## src/hw/crcr_map.svh

```systemverilog
`ifndef CRCR_MAP_SVH
`define CRCR_MAP_SVH

// Byte addresses of the register words
`define CRCR_ADDR_RESET_CTRL 16'h0804
`define CRCR_ADDR_STATUS 16'h0814
`define CRCR_ADDR_CLOCK_SEL 16'h1004
`define CRCR_ADDR_MODULE_DESCRIPTION 16'h10FC
`define CRCR_ADDR_CTRL 16'h1100
`define CRCR_ADDR_RESULT 16'h110C
`define CRCR_ADDR_RESULT_HALF 16'h1110

// Field positions
`define CRCR_STAT_STICKY_BIT 16
`define CRCR_CLOCK_SOURCE_SELECT_MCLK_BIT 0
`define CRCR_RESET_CONTROL_REGISTER_KEY_LSB 24
`define CRCR_RESET_CONTROL_REGISTER_KEY_VALUE 8'hB1
`define CRCR_RESET_CONTROL_REGISTER_CLEAR_BIT 1
`define CRCR_RESET_CONTROL_REGISTER_ASSERT_BIT 0
`define CRCR_CTRL_POLY_BIT 0
`define CRCR_CTRL_BITREV_BIT 1
`define CRCR_CTRL_ORDER_BIT 2
`define CRCR_CTRL_SWAP_BIT 4
`define CRCR_MODULE_DESCRIPTION_MODULE_LSB 16
`define CRCR_MODULE_DESCRIPTION_FEATURE_LSB 12
`define CRCR_MODULE_DESCRIPTION_INSTANCE_LSB 8
`define CRCR_MODULE_DESCRIPTION_MAJOR_LSB 4
`define CRCR_MODULE_DESCRIPTION_MINOR_LSB 0

// Reset values
`define CRCR_CLOCK_SOURCE_SELECT_RESET 32'h0000_0001
`define CRCR_ZERO_WORD 32'h0000_0000

// Bus answers
`define CRCR_RESP_OKAY 2'h0
`define CRCR_RESP_SLVERR 2'h2

`endif

```

## src/hw/crcr_pkg.sv

```systemverilog
package crcr_pkg;

    typedef struct packed {
        logic poly_width_select;
        logic bit_reverse;
        logic input_byte_order;
        logic result_byte_swap;
    } crcr_ctrl_t;

    typedef struct packed {
        logic aw_held;
        logic [15:0] awaddr;
        logic w_held;
        logic [31:0] wdata;
        logic [3:0] wstrb;
        logic awready;
        logic wready;
        logic bvalid;
        logic [1:0] bresp;
        logic arready;
        logic rvalid;
        logic [31:0] rdata;
        logic [1:0] rresp;
        crcr_ctrl_t ctrl;
        logic reset_sticky_flag;
        logic soft_reset;
    } crcr_state_t;

endpackage

```

## src/hw/crcr_regs.sv

```systemverilog
// Operation
// - Sticky flag bit 16 set on peripheral reset
// - Read-only clock select bit 0, resets 1
// - Identification word with five fixed fields
// - Instance field taken from a parameter
// - Half-word result read swaps two bytes
// - 32-bit word result read reverses four bytes
// - 16-bit swapped word read: 0,0,B0,B1
// - 16-bit unswapped word read: 0,0,B1,B0
// - Input byte order bit 2 selects processing
// - Bit 0 selects 32 or 16-bit polynomial
`timescale 1ns/1ps
`include "crcr_map.svh"

module crcr_regs
    import crcr_pkg::*;
#(
    parameter logic [15:0] MODULE_ID = 16'hA5C3,  // Arbitrary value
    parameter logic [3:0] FEATURE_VERSION = 4'h7,
    parameter logic [3:0] INSTANCE_INDEX = 4'h0,
    parameter logic [3:0] MAJOR_REVISION = 4'h1,
    parameter logic [3:0] MINOR_REVISION = 4'h0
)
(
    input wire logic mclk,  // Main clock
    input wire logic rst_n,  // Async reset
    input wire logic [15:0] s_axi_awaddr,  // Write address
    input wire logic s_axi_awvalid,  // Write address valid
    output logic s_axi_awready,  // Write address ready
    input wire logic [31:0] s_axi_wdata,  // Write data
    input wire logic [3:0] s_axi_wstrb,  // Write strobes
    input wire logic s_axi_wvalid,  // Write data valid
    output logic s_axi_wready,  // Write data ready
    output logic [1:0] s_axi_bresp,  // Write response
    output logic s_axi_bvalid,  // Write response valid
    input wire logic s_axi_bready,  // Write response ready
    input wire logic [15:0] s_axi_araddr,  // Read address
    input wire logic s_axi_arvalid,  // Read address valid
    output logic s_axi_arready,  // Read address ready
    output logic [31:0] s_axi_rdata,  // Read data
    output logic [1:0] s_axi_rresp,  // Read response
    output logic s_axi_rvalid,  // Read data valid
    input wire logic s_axi_rready,  // Read data ready
    input wire logic [31:0] checksum_value,  // Stored result from datapath
    output logic poly_width_select,  // 1 = 16-bit polynomial
    output logic bit_reverse,  // Bit order reversal
    output logic input_byte_order,  // 1 = LSB processed last
    output logic periph_soft_reset  // One-cycle peripheral reset pulse
);

    crcr_state_t state;
    crcr_state_t next_state;

    // Four bytes in reverse lane order
    function automatic logic [31:0] byte_reverse(input logic [31:0] v);
        byte_reverse = {v[7:0], v[15:8], v[23:16], v[31:24]};
    endfunction

    // Low two bytes exchanged, upper half zero
    function automatic logic [31:0] half_swap(input logic [31:0] v);
        half_swap = {16'h0000, v[7:0], v[15:8]};
    endfunction

    // Aligned word address, low bits ignored
    function automatic logic [15:0] word_addr(input logic [15:0] a);
        word_addr = {a[15:2], 2'b00};
    endfunction

    // Reset control write counts only with key and both lanes
    function automatic logic keyed_write(input logic [31:0] d, input logic [3:0] s);
        keyed_write = s[3] && s[0] && (d[`CRCR_RESET_CONTROL_REGISTER_KEY_LSB +: 8] == `CRCR_RESET_CONTROL_REGISTER_KEY_VALUE);
    endfunction

    // Full-word view of the result, stored value untouched
    function automatic logic [31:0] result_word(input logic [31:0] v, input crcr_ctrl_t c);
        logic [31:0] low;
        low = {16'h0000, v[15:0]};
        if (c.poly_width_select)
        begin
            if (c.result_byte_swap)
            begin
                result_word = half_swap(v);
            end
            else
            begin
                result_word = low;
            end
        end
        else if (c.result_byte_swap)
        begin
            result_word = byte_reverse(v);
        end
        else
        begin
            result_word = v;
        end
    endfunction

    // Half-word view of the result
    function automatic logic [31:0] result_half(input logic [31:0] v, input crcr_ctrl_t c);
        if (c.result_byte_swap)
        begin
            result_half = half_swap(v);
        end
        else
        begin
            result_half = {16'h0000, v[15:0]};
        end
    endfunction

    // Control word as software reads it
    function automatic logic [31:0] ctrl_word(input crcr_ctrl_t c);
        logic [31:0] w;
        w = `CRCR_ZERO_WORD;
        w[`CRCR_CTRL_POLY_BIT] = c.poly_width_select;
        w[`CRCR_CTRL_BITREV_BIT] = c.bit_reverse;
        w[`CRCR_CTRL_ORDER_BIT] = c.input_byte_order;
        w[`CRCR_CTRL_SWAP_BIT] = c.result_byte_swap;
        ctrl_word = w;
    endfunction

    // Identification fields fixed by parameters
    function automatic logic [31:0] module_description_word();
        logic [31:0] w;
        w = `CRCR_ZERO_WORD;
        w[`CRCR_MODULE_DESCRIPTION_MODULE_LSB +: 16] = MODULE_ID;
        w[`CRCR_MODULE_DESCRIPTION_FEATURE_LSB +: 4] = FEATURE_VERSION;
        w[`CRCR_MODULE_DESCRIPTION_INSTANCE_LSB +: 4] = INSTANCE_INDEX;
        w[`CRCR_MODULE_DESCRIPTION_MAJOR_LSB +: 4] = MAJOR_REVISION;
        w[`CRCR_MODULE_DESCRIPTION_MINOR_LSB +: 4] = MINOR_REVISION;
        module_description_word = w;
    endfunction

    always_comb
    begin
        logic [31:0] rd;
        logic rd_ok;
        logic key_ok;
        logic do_clear;
        logic do_assert;
        rd = `CRCR_ZERO_WORD;
        rd_ok = 1'b1;
        key_ok = 1'b0;
        do_clear = 1'b0;
        do_assert = 1'b0;
        // Every register except soft_reset holds unless a transfer moves it; soft_reset clears each cycle
        next_state = state;
        next_state.soft_reset = 1'b0;

        // Address and data taken in either order
        if (s_axi_awvalid && state.awready)
        begin
            next_state.aw_held = 1'b1;
            next_state.awaddr = s_axi_awaddr;
        end
        if (s_axi_wvalid && state.wready)
        begin
            next_state.w_held = 1'b1;
            next_state.wdata = s_axi_wdata;
            next_state.wstrb = s_axi_wstrb;
        end
        // Write response leaves at the bready handshake
        if (state.bvalid && s_axi_bready)
        begin
            next_state.bvalid = 1'b0;
        end

        // Commit once both halves are held
        if (state.aw_held && state.w_held && !state.bvalid)
        begin
            next_state.aw_held = 1'b0;
            next_state.w_held = 1'b0;
            next_state.bvalid = 1'b1;
            next_state.bresp = `CRCR_RESP_OKAY;
            case (word_addr(state.awaddr))
                `CRCR_ADDR_CTRL:
                begin
                    if (state.wstrb[0])
                    begin
                        next_state.ctrl.poly_width_select = state.wdata[`CRCR_CTRL_POLY_BIT];
                        next_state.ctrl.bit_reverse = state.wdata[`CRCR_CTRL_BITREV_BIT];
                        next_state.ctrl.input_byte_order = state.wdata[`CRCR_CTRL_ORDER_BIT];
                        next_state.ctrl.result_byte_swap = state.wdata[`CRCR_CTRL_SWAP_BIT];
                    end
                end
                `CRCR_ADDR_RESET_CTRL:
                begin
                    // Writes without the key leave flag and reset alone
                    key_ok = keyed_write(state.wdata, state.wstrb);
                    do_clear = key_ok && state.wdata[`CRCR_RESET_CONTROL_REGISTER_CLEAR_BIT];
                    do_assert = key_ok && state.wdata[`CRCR_RESET_CONTROL_REGISTER_ASSERT_BIT];
                end
                `CRCR_ADDR_STATUS, `CRCR_ADDR_CLOCK_SEL, `CRCR_ADDR_MODULE_DESCRIPTION,
                `CRCR_ADDR_RESULT, `CRCR_ADDR_RESULT_HALF:
                begin
                    // Read-only words take the write without effect
                    next_state.bresp = `CRCR_RESP_OKAY;
                end
                default:
                begin
                    // Unmapped words answer with an error
                    next_state.bresp = `CRCR_RESP_SLVERR;
                end
            endcase
        end

        // Set wins over clear in the same write
        if (do_clear)
        begin
            next_state.reset_sticky_flag = 1'b0;
        end
        if (do_assert)
        begin
            next_state.reset_sticky_flag = 1'b1;
            next_state.soft_reset = 1'b1;
            // Peripheral reset returns control to its reset value
            next_state.ctrl = '0;
        end

        // Read response leaves at the rready handshake
        if (state.rvalid && s_axi_rready)
        begin
            next_state.rvalid = 1'b0;
        end
        // Read data captured at the address handshake
        if (s_axi_arvalid && state.arready)
        begin
            case (word_addr(s_axi_araddr))
                `CRCR_ADDR_STATUS:
                begin
                    rd[`CRCR_STAT_STICKY_BIT] = state.reset_sticky_flag;
                end
                `CRCR_ADDR_CLOCK_SEL:
                begin
                    rd = `CRCR_CLOCK_SOURCE_SELECT_RESET;
                end
                `CRCR_ADDR_MODULE_DESCRIPTION:
                begin
                    rd = module_description_word();
                end
                `CRCR_ADDR_CTRL:
                begin
                    rd = ctrl_word(state.ctrl);
                end
                `CRCR_ADDR_RESULT:
                begin
                    rd = result_word(checksum_value, state.ctrl);
                end
                `CRCR_ADDR_RESULT_HALF:
                begin
                    rd = result_half(checksum_value, state.ctrl);
                end
                `CRCR_ADDR_RESET_CTRL:
                begin
                    rd = `CRCR_ZERO_WORD;
                end
                default:
                begin
                    // Unmapped reads return zero with an error
                    rd_ok = 1'b0;
                end
            endcase
            next_state.rvalid = 1'b1;
            next_state.rdata = rd;
            next_state.rresp = rd_ok ? `CRCR_RESP_OKAY : `CRCR_RESP_SLVERR;
        end

        // One item of each kind in flight
        next_state.awready = !next_state.aw_held && !next_state.bvalid;
        next_state.wready = !next_state.w_held && !next_state.bvalid;
        next_state.arready = !next_state.rvalid;
    end

    // Whole state reset together, asynchronously
    always_ff @(posedge mclk or negedge rst_n)
    begin
        if (!rst_n)
        begin
            state <= '0;
        end
        else
        begin
            state <= next_state;
        end
    end

    // Outputs taken straight from the state register
    assign s_axi_awready = state.awready;
    assign s_axi_wready = state.wready;
    assign s_axi_bvalid = state.bvalid;
    assign s_axi_bresp = state.bresp;
    assign s_axi_arready = state.arready;
    assign s_axi_rvalid = state.rvalid;
    assign s_axi_rdata = state.rdata;
    assign s_axi_rresp = state.rresp;
    assign poly_width_select = state.ctrl.poly_width_select;
    assign bit_reverse = state.ctrl.bit_reverse;
    assign input_byte_order = state.ctrl.input_byte_order;
    assign periph_soft_reset = state.soft_reset;

endmodule

```

## config.mk

```make
export PLATFORM = sky130hd
export DESIGN_NAME = crcr_regs
export DESIGN_NICKNAME = d
export VERILOG_FILES = /design/src/hw/crcr_pkg.sv /design/src/hw/crcr_regs.sv
export VERILOG_INCLUDE_DIRS = /design/src /design/src/hw
export SDC_FILE = /design/constraint.sdc
export NUM_CORES = 1
export LEC_CHECK = 0
export BUFFER_PORTS_ARGS = -buffer_cell sky130_fd_sc_hd__buf_4
export CAP_MARGIN = 20
export CORE_MARGIN = 1.5
export CORE_UTILIZATION = 46
export CTS_BUF_LIST = sky130_fd_sc_hd__clkbuf_4
export CTS_CLUSTER_DIAMETER = 60
export DETAILED_ROUTE_END_ITERATION = 10
export GPL_ROUTABILITY_DRIVEN = 0
export PLACE_DENSITY = 0.84
export RECOVER_POWER = 100
export SKIP_LAST_GASP = 1
export SLEW_MARGIN = 20
export SYNTH_ARGS = -nofsm -noshare
export SYNTH_HDL_FRONTEND = slang
export SYNTH_SLANG_ARGS = --single-unit
```

## constraint.sdc

```tcl
create_clock -name mclk -period 1.7 [get_ports mclk]
set_input_delay 0.17 -clock mclk [delete_from_list [all_inputs] [get_ports mclk]]
set_output_delay 0.17 -clock mclk [all_outputs]
set_load 0.05 [all_outputs]
```

==> results.md, run 1 <==
- Outcome: completed
- Initial core utilization: 48.3%
- First drt pass iteration count: 4
- Root Driver: clkbuf_4
- Vias in the first global route: roughly 3700
- CTS Buffer Depth: 2
- Slew HR: 32.4%
- Critical path class: reg2reg
- #FFs+latches synth: 75
- Dominant cell type by area after synthesis: dfrtp_1
- Final period utilization: 97.4%
- Htree depth: 3
- Clock slew at reported path FFs: 0.14 ns
- WL final: 11100 µm
- CTS tree: yes
- Finished Layout Cells: 648
- Port Buffers: 123
- Clk sinks: 75
- Final Hold Violating Endpoints: 0
- CP Capture Type: register
- Largest fanout on the critical path: 6
- Largest net degree at the start of global routing: 40
- Final ANT Viol Nets: 0
- WL/cell: 17.1 µm
- Initial DRC Count: 140
- CORE AREA: 8340 µm²
- TritonCTS Buffers: 9
- Crit path DAT: between 1.5 and 2 ns
- PD cells: 1010 nW/µm²
- Final Power: 5.46 mW
- Initial antenna violation count: 0
- VDD IR max: 963 µV
- Grt total ovfl: 0
- Fin. max-slew vios: 0
- DP HPWL: 7980 µm
- Total GRT Usage: 25.1%
- Core Rows: 33
- Post-synth EDFFs: 0
- DR vias/cell: around 5.5
- Area grow syn2layout: 34.5%
- Leakage dissipation: about 2.4 nW
- Sequential fraction of the synthesis area: 46.6%
- Top-area cell type share of the netlist area: 46.6%
- Nets: 645
- Vias post-DR: between 3000 and 4000
- Crit path time final: about 1.7 ns
- Synth Cell Area: ~4000 µm²
- Placed Area: 5080 µm²
- Max_cap viols: 0
- FILL cells: between 600 and 700
- Post-synth top flop: dfrtp_1
- Die area: 9330 µm²
- Most frequent cells in the layout: buf_4 (115), dfrtp_1 (73), clkbuf_1 (38)
- Most common cell after layout, fill and taps aside: buf_4
- Syn Inst Count: 388
- # DRC: 0
- Critical Path RT: 2.02 ns
- Setup_tns: 0 ns
- Final setup vio count: 0
- Die Y: 96.6 µm
- Final Cell Area: 5420 µm²
- Avg Inst Size Synth: a little over 10 µm²
- Ports: approximately 150
- Tightest Pin Transition: 1.01 ns
- Inst Count DP: 600
- Top cells by area, synth: dfrtp_1 (47%), mux2_2 (10%), buf_4 (6.9%)
- Yosys warns: 0
- First-pass GRT wire length: 17600 µm
- Fin util: roughly two thirds
- Die W: 96.6 µm
- Post-route clock skew: 0.0244 ns
- FMAX: 604 MHz
- Hold crit path type: in2reg
- Layout cells sized above 1: 37.0%
- Unrepaired setup endpoints after global routing: true
- Startpoint class of the critical path: register
- Yosys cell types: 51
- Worst-skew pair later-pin latency: 0.44 ns
- FFs w/ async S/R, synth: 100%
- Antenna cells: 0
## final timing paths
| kind | slack, ns | cells past startpoint | from | end |
|---|---|---|---|---|
| hold / removal | 0.04 | 3 | checksum_value[6] | s_axi_rdata[6] |
| min in group asynchronous | 0.42 | 2 | rst_n | state[88] |
| max in group asynchronous | 0.51 | 3 | rst_n | poly_width_select |
| setup reg to reg | 0.04 | 6 | state[91] | poly_width_select |
| setup / recovery | 0.04 | 6 | state[91] | poly_width_select |
| hold reg to reg | 0.46 | 1 | state[83] | s_axi_wready |
## what timing repair did
item / CTS / global route
setup endpoints to repair: 6 / 7
setup buffers: 0 / 1
hold endpoints to repair: 68 / 0
gates resized for setup: 4 / 5
hold buffers: 31 / 0
pin swaps: 1 / 4
## stage by stage
stage / hold slack, ns / setup WS [ns]
2_1_floorplan: -0.126 / -0.0256
3_3_place_gp: 0.165 / -0.255
3_5_place_dp: 0.176 / -0.332
4_1_cts: 0.0167 / 0.0281
5_1_grt: 0.0432 / -0.0774
6_report: 0.0408 / 0.0434
## per-layer routing
metal	wire length, µm	share of wire [%]	global-route usage, %
met1	4350	39	27.7
met2	5480	50	44.3
met3	843	7.6	6.81
met4	395	3.6	12.1
met5	0	0	0
## state kept, by name, indices dropped and copies added (netlist names)
name	cells
state	32
s_axi_bresp	1
s_axi_rresp	1
periph_soft_reset	1
bit_reverse	1
s_axi_rvalid	1
poly_width_select	1
input_byte_order	1
s_axi_arready	1
s_axi_wready	1
s_axi_rdata	32
s_axi_awready	1
s_axi_bvalid	1
## area by class of cell
class                           instances  area, µm²  share of cell area [%]
Clock inverter                          7       68.8                    1.27
Multi-Input combinational cell        252       1820                    33.6
Inverter                                6       22.5                   0.416
Sequential cell                        75       1880                    34.7
Tap cell                              105        131                    2.42
Timing Repair Buffer                  194       1430                    26.3
Clock buffer                            9       67.6                    1.25
## cell families (layout without fill, tap and decap cells)
kind of cell | Yosys count | in the layout | share of synthesized area (%)
compound gates | 85 | 85 | 15.4
other cells | 1 | 2 | 0.0931
simple gates | 119 | 119 | 15.8
mux | 46 | 46 | 12.6
buf+inv | 62 | 216 | 9.57
flops | 75 | 75 | 46.6
## power breakdown
part | switching, mW | total (mW) | internal, mW
registers | 0.312 | 2.55 | 2.24
clock network | 0.676 | 1.12 | 0.440
logic | 0.943 | 1.79 | 0.849
total | 1.93 | 5.46 | 3.53
## synth_stat cells (4+ instances only)
| library cell | count |
|---|---|
| and2_1 | 6 |
| o21ai_0 | 8 |
| o31ai_1 | 15 |
| buf_4 | 37 |
| mux2i_1 | 10 |
| a221oi_1 | 11 |
| nor2_1 | 36 |
| o21ai_1 | 5 |
| inv_1 | 6 |
| mux2_2 | 36 |
| nand4_1 | 4 |
| buf_2 | 5 |
| o31ai_2 | 6 |
| nand2_1 | 34 |
| nor2b_1 | 4 |
| dfrtp_1 | 75 |
| a21oi_1 | 21 |
| clkbuf_1 | 13 |
## worst max-delay path, cell delays in order, from the launching register on
cell and delay (ns):
dfrtp_1 0.43, nor4_2 0.28, buf_4 0.16, nand3_2 0.08
nor4_4 0.29, and2_4 0.22, o31ai_1 0.07
Note: power is estimated with default switching activity, not from simulation.
==> run 2, diff against run 1 <==
--- a/config.mk
+++ b/config.mk
@@ -14,7 +14,7 @@
 export CTS_CLUSTER_DIAMETER = 60
 export DETAILED_ROUTE_END_ITERATION = 10
 export GPL_ROUTABILITY_DRIVEN = 0
-export PLACE_DENSITY = 0.84
+export PLACE_DENSITY = 0.79
 export RECOVER_POWER = 100
 export SKIP_LAST_GASP = 1
 export SLEW_MARGIN = 20
==> run 2 against run 1 <==
Count of clock-buffer cells in the layout grew 1. Routed wire length shrank 3.7%. Global-route usage shrank 1.8 points. Hold slack lost 0.0073 ns. Clock power shrank 4%. Utilization shrank 0.71 points. Maximum frequency grew 1.8%. Sequential power is essentially flat.
==> results.md, run 2 (synthesized netlist as in run 1, its figures left out) <==
- Outcome: completed
- Final Cell Area: 5360 µm² (-1.1%)
- Comb pwr share: 32.4% (-0.4 points)
- Nets: 644 (-0.16%)
- CP startpoint: state[96]
- FMAX: 614 MHz (+1.8%)
- Tightest Pin Transition: 0.782 ns (-0.231 ns)
- Sw power: 1.84 mW (-5.0%)
- Ports: 152 (unchanged)
- Crit path DAT: 1.93 ns (-0.05 ns)
- Sw frac: 34.3% (-1.1 points)
- WL final: 10700 µm (-3.7%)
- FILL cells: 691 (+0.73%)
- DP HPWL: 7880 µm (-1.3%)
- Critical Path RT: 2.00 ns (-0.02 ns)
- Largest net degree at the start of global routing: 45 (+13%)
- Clock power frac: 20.0% (-0.5 points)
- Final Hold Violating Endpoints: 0 (unchanged)
- Vias in the first global route: 3596 (-3.3%)
- Worst-skew pair later-pin latency: 0.42 ns (-0.02 ns)
- CP Capture Type: register
- Port Buffers: 123 (unchanged)
- Initial DRC Count: 160 (+14%)
- PD cells: 999 nW/µm² (-0.79%)
- Worst Min Path Start: checksum_value[6]
- Slew HR: 47.9% (+15 points)
- Multi-input logic area: 1820 µm² (-0.41%)
- Placed Area: 5070 µm² (-0.22%)
- Clock slew at reported path FFs: 0.13 ns (about the same)
- Grt total ovfl: 0 (unchanged)
- Leakage dissipation: 2.32 nW (-1.6%)
- DR vias/cell: 5.49 (+0.62%)
- Hold crit path type: in2reg
- Fin. max-slew vios: 0 (unchanged)
- Vias post-DR: 3548 (+0.31%)
- FF-to-FF Start: state[96]
- WL/cell: 16.5 µm (-3.4%)
- Max_cap viols: 0 (unchanged)
- Die W: 96.6 µm (unchanged)
- Post-route clock skew: 0.0181 ns (-0.00636 ns)
- Antenna cells: 0 (unchanged)
- VDD IR max: 878 µV (-8.8%)
- # DRC: 0 (unchanged)
- Total GRT Usage: 23.3% (-1.8 points)
- Core Rows: 33 (unchanged)
- CTS tree: yes
- Die Y: 96.6 µm (unchanged)
- Area grow syn2layout: 33.1%
- Final setup vio count: 0 (unchanged)
- Initial antenna violation count: 0 (unchanged)
- Final period utilization: 95.8% (-1.7 points)
- Layout cells sized above 1: 36.4% (-0.60 points)
- Crit path time final: 1.63 ns (-0.0286 ns)
- Startpoint class of the critical path: register
- Clk sinks: 75 (unchanged)
- Final ANT Viol Nets: 0 (unchanged)
- CTS Buffer Depth: 2 (unchanged)
- Unrepaired setup endpoints after global routing: true
- Initial core utilization: 48.3% (unchanged)
- Largest fanout on the critical path: 6 (unchanged)
- Most frequent cells in the layout: buf_4 (113), dfrtp_1 (73), clkbuf_1 (42)
- Pint: 3.52 mW (-0.17%)
- Root Driver: clkbuf_4
- First-pass GRT wire length: 16300 µm (-7.3%)
- Fin util: 64.3% (-0.71 points)
- Htree depth: 3 (unchanged)
- Reg area: 1880 µm² (unchanged)
- Most common cell after layout, fill and taps aside: buf_4
- Die area: 9330 µm² (unchanged)
- TritonCTS Buffers: 9 (unchanged)
- CORE AREA: 8340 µm² (unchanged)
- Seq pwr share: 47.6% (+0.9 points)
- Critical path class: reg2reg
- First drt pass iteration count: 4 (unchanged)
-- run 2: stage by stage --
| step | setup TNS (ns) | instances | power, mW | setup WS [ns] | hold WS [ns] |
|---|---|---|---|---|---|
| finish | 0 | 646 | 5.36 | 0.0719 | 0.0335 |
| global route | -0.0488 | 646 | 5.63 | -0.0235 | 0.0214 |
| CTS | 0 | 645 | 5.43 | 0.00922 | 0.0198 |
| detailed placement | -2.58 | 599 | 4.29 | -0.172 | 0.135 |
| global placement | -3.63 | 599 | 4.19 | -0.295 | 0.133 |
| floorplan | -0.0409 | 389 | 3.63 | -0.0256 | -0.126 |
-- run 2: area by class of cell --
cell class                 count  share of cell area [%]
clock buffer                  10                    1.40
timing repair buffer         193                    25.7
tap                          105                    2.45
clock inverter                 5                    1.05
sequential                    75                    35.1
inverter                       6                   0.420
multi-input combinational    252                    33.9
-- run 2: path summary, 6_finish.rpt --
check / end / slack (ns) / depth (start not counted)
max in group asynchronous: poly_width_select / 0.25 / 3
min in group asynchronous: state[86] / 0.36 / 2
setup / recovery: bit_reverse / 0.07 / 6
setup reg to reg: bit_reverse / 0.07 / 6
hold / removal: s_axi_rdata[6] / 0.03 / 3
hold reg to reg: s_axi_wready / 0.48 / 1
-- run 2: layer usage --
layer  up-vias  part of all wire (%)  global-route usage (%)
met5         -                     0                       0
met4         0                   2.1                    7.61
met3        18                   8.3                    5.87
met2       159                    52                    43.8
met1      1713                    38                    25.2
li1       1658                     -                       -
-- run 2: power groups by stage --
stage / registers, mW / clock network (mW) / logic [mW]
finish: 2.55 / 1.07 / 1.73
global route: 2.60 / 1.17 / 1.86
CTS: 2.54 / 1.10 / 1.79
detailed placement: 2.56 / 0 / 1.73
global placement: 2.52 / 0 / 1.66
floorplan: 2.62 / 0 / 1.00
-- run 2: worst max-delay path, cell delays in order (launching register included) --
cell	delay (ns)
dfrtp_1	0.40
nor4bb_1	0.27
buf_4	0.16
nand3b_1	0.08
nor4_2	0.31
and2_4	0.23
o31ai_1	0.07
-- run 2: repair_timing --
item,CTS,global route
setup endpoints to repair,5,9
pin swaps,0,3
resized for setup,4,7
endpoints found under the hold margin,62,0
hold buffers,31,0
setup buffers,0,1
==> run 3, diff against run 2 <==
==> constraint.sdc (replaced) <==
create_clock -name mclk -period 1.48 [get_ports mclk]
set_input_delay 0.148 -clock mclk [delete_from_list [all_inputs] [get_ports mclk]]
set_output_delay 0.148 -clock mclk [all_outputs]
set_load 0.05 [all_outputs]
==> run 3 against run 2 <==
The flow now finishes with violations (setup timing). Global-route usage increased by 1.9 points. Power increased by 15%. Clock skew increased by 0.0059 ns. Die area unchanged. Utilization increased by 3.8 points. Routed wire length increased by 7.5%. Maximum frequency increased by 1.3%. Sequential cell count unchanged. Sequential share of layout area decreased by 1.9 points. Largest cell class is now multi-input combinational cells.
==> results.md, run 3 (synthesized netlist as in run 1, its figures left out) <==
- # DRC: 0 (unchanged)
- Vias post-DR: 3642 (+2.6%)
- Clk sinks: 75 (unchanged)
- Critical path class: reg2reg
- DP HPWL: 8170 µm (+3.6%)
- Clock slew at reported path FFs: 0.13 ns (about the same)
- FF-to-FF Start: state[96]
- Total GRT Usage: 25.1% (+1.9 points)
- DR vias/cell: 5.51 (+0.32%)
- First-pass GRT wire length: 17700 µm (+8.5%)
- WL/cell: 17.3 µm (+5.0%)
- Unrepaired setup endpoints after global routing: true
- Outcome: finished with violations
- Final Hold Violating Endpoints: 0 (unchanged)
- TritonCTS Buffers: 9 (unchanged)
- PD cells: 1080 nW/µm² (+8.5%)
- Hold crit path type: in2reg
- Final Power: 6.15 mW (+15%)
- Most common cell after layout, fill and taps aside: buf_4
- Largest net degree at the start of global routing: 27 (-40%)
- Ports: 152 (unchanged)
- Sw power: 2.16 mW (+18%)
- Failing checks: setup timing
- Final ANT Viol Nets: 0 (unchanged)
- Hold Worst Slack: 0.0330 ns (-0.000501 ns)
- Grt total ovfl: 0 (unchanged)
- Reg area: 1880 µm² (about the same)
- FILL cells: 673 (-2.6%)
- CTS Buffer Depth: 2 (unchanged)
- Initial DRC Count: 149 (-6.9%)
- Worst reg-to-reg setup slack: -0.13 ns (-0.20 ns)
- Crit path DAT: 1.93 ns (about the same)
- First drt pass iteration count: 4 (unchanged)
- Initial antenna violation count: 0 (unchanged)
- Setup_tns: -0.668 ns (-0.668 ns)
- Area grow syn2layout: 41.0%
- Final period utilization: 109% (+13 points)
- Max_cap viols: 0 (unchanged)
- Final setup vio count: 13 (+13)
- Fin. max-slew vios: 0 (unchanged)
- CP Capture Type: register
- Largest fanout on the critical path: 6 (unchanged)
- CP startpoint: state[96]
- Worst Setup EP: bit_reverse
- Startpoint class of the critical path: register
- Comb pwr share: 34.7% (+2.3 points)
- Final Worst Setup Slack: -0.128 ns (-0.200 ns)
- VDD IR max: 1250 µV (+43%)
- Seq pwr share: 47.7% (about the same)
- Nets: 659 (+2.3%)
- Clock power frac: 17.7% (-2.3 points)
- Inst Count DP: 609 (+1.7%)
- WL final: 11500 µm (+7.5%)
- Die Y: 96.6 µm (unchanged)
- Root Driver: clkbuf_4
- Leakage dissipation: 2.59 nW (+12%)
- Final Cell Area: 5680 µm² (+5.9%)
- Vias in the first global route: 3777 (+5.0%)
- CORE AREA: 8340 µm² (unchanged)
- Die area: 9330 µm² (unchanged)
- R2R Path End: bit_reverse
- Initial core utilization: 48.3% (unchanged)
- Post-route clock skew: 0.0240 ns (+0.00590 ns)
- Critical Path RT: 1.80 ns (-0.20 ns)
- Die W: 96.6 µm (unchanged)
- Finished Layout Cells: 661 (+2.3%)
- CTS tree: yes
- Tightest Pin Transition: 0.744 ns (-0.0380 ns)
- Sw frac: 35.0% (+0.78 points)
- FMAX: 622 MHz (+1.3%)
- Layout cells sized above 1: 50.5% (+14 points)
- Antenna cells: 0 (unchanged)
- Slew HR: 50.4% (+2.5 points)
- Htree depth: 3 (unchanged)
- Placed Area: 5240 µm² (+3.4%)
- Most frequent cells in the layout: buf_4 (118), dfrtp_1 (72), clkbuf_2 (43)
- Pint: 4.00 mW (+14%)
- Port Buffers: 123 (unchanged)
- Crit path time final: 1.61 ns (-0.0203 ns)
- Worst-skew pair later-pin latency: 0.43 ns (about the same)
- Multi-input logic area: 2010 µm² (+11%)
- R2r worst-path depth: 5 (-1)
- Core Rows: 33 (unchanged)
run 3: changes by cell type in the layout (fill, tap and decap cells not counted), moves of 5 or more:
cell      delta
clkbuf_1    -39
buf_4        +5
a21oi_1     -10
a221oi_1     -9
clkbuf_4     +6
a221oi_2     +9
clkbuf_2    +39
a21oi_2     +10
run 3: worst min path at each step:
stage / start / cells past startpoint / endpoint / slack (ns)
4_1_cts: checksum_value[26] / 3 / s_axi_rdata[2] / 0.01
3_3_place_gp: rst_n / 1 / s_axi_rdata[15] / 0.08
2_1_floorplan: rst_n / 0 / bit_reverse / -0.15
6_report: checksum_value[26] / 3 / s_axi_rdata[2] / 0.03
3_5_place_dp: rst_n / 1 / s_axi_rdata[14] / 0.08
5_1_grt: checksum_value[26] / 3 / s_axi_rdata[2] / 0.03
run 3: per-layer routing:
layer  GRT usage (%)  part of all wire [%]  vias up
met1            28.5                    38     1770
li1                -                     -     1687
met4            12.8                   2.7        0
met3            4.30                   7.1       27
met5               0                     0        -
met2            45.1                    52      158
run 3: power by group through the flow:
stage,clock network [mW],logic (mW),registers (mW)
after global placement,0,2.03,2.90
final,1.09,2.13,2.93
after CTS,1.10,2.21,2.93
after detailed placement,0,2.10,2.93
after global routing,1.19,2.28,3.01
after floorplan,0,1.17,3.03
run 3: what timing repair did:
item / in CTS / in global routing
hold buffers: 31 / 0
gates resized for setup: 11 / 17
setup endpoints to repair: 15 / 36
cloned: 0 / 2
buffers inserted: 0 / 4
hold endpoints to repair: 106 / 0
pin swaps: 6 / 11
run 3: critical path, stage by stage, from the launching register on:
cell and delay (ns):
dfrtp_1 0.44, nor4bb_4 0.32, nand3b_1 0.13, nor4_2 0.32, and2_4 0.23, o31ai_1 0.06
run 3: stage by stage:
step | utilization, % | worst slack [ns]
after global placement | 62.7 | -0.512
final | 68.1 | -0.128
after detailed placement | 62.8 | -0.343
after CTS | 68.4 | -0.111
after global routing | 68.1 | -0.206
after floorplan | - | -0.148
run 3: final cells by class:
cell class	instances	share of cell area, %
inverter	6	0.397
timing repair buffer	206	26.9
multi-input combinational	254	35.4
sequential	75	33.1
tap	105	2.31
clock inverter	3	0.309
clock buffer	12	1.59
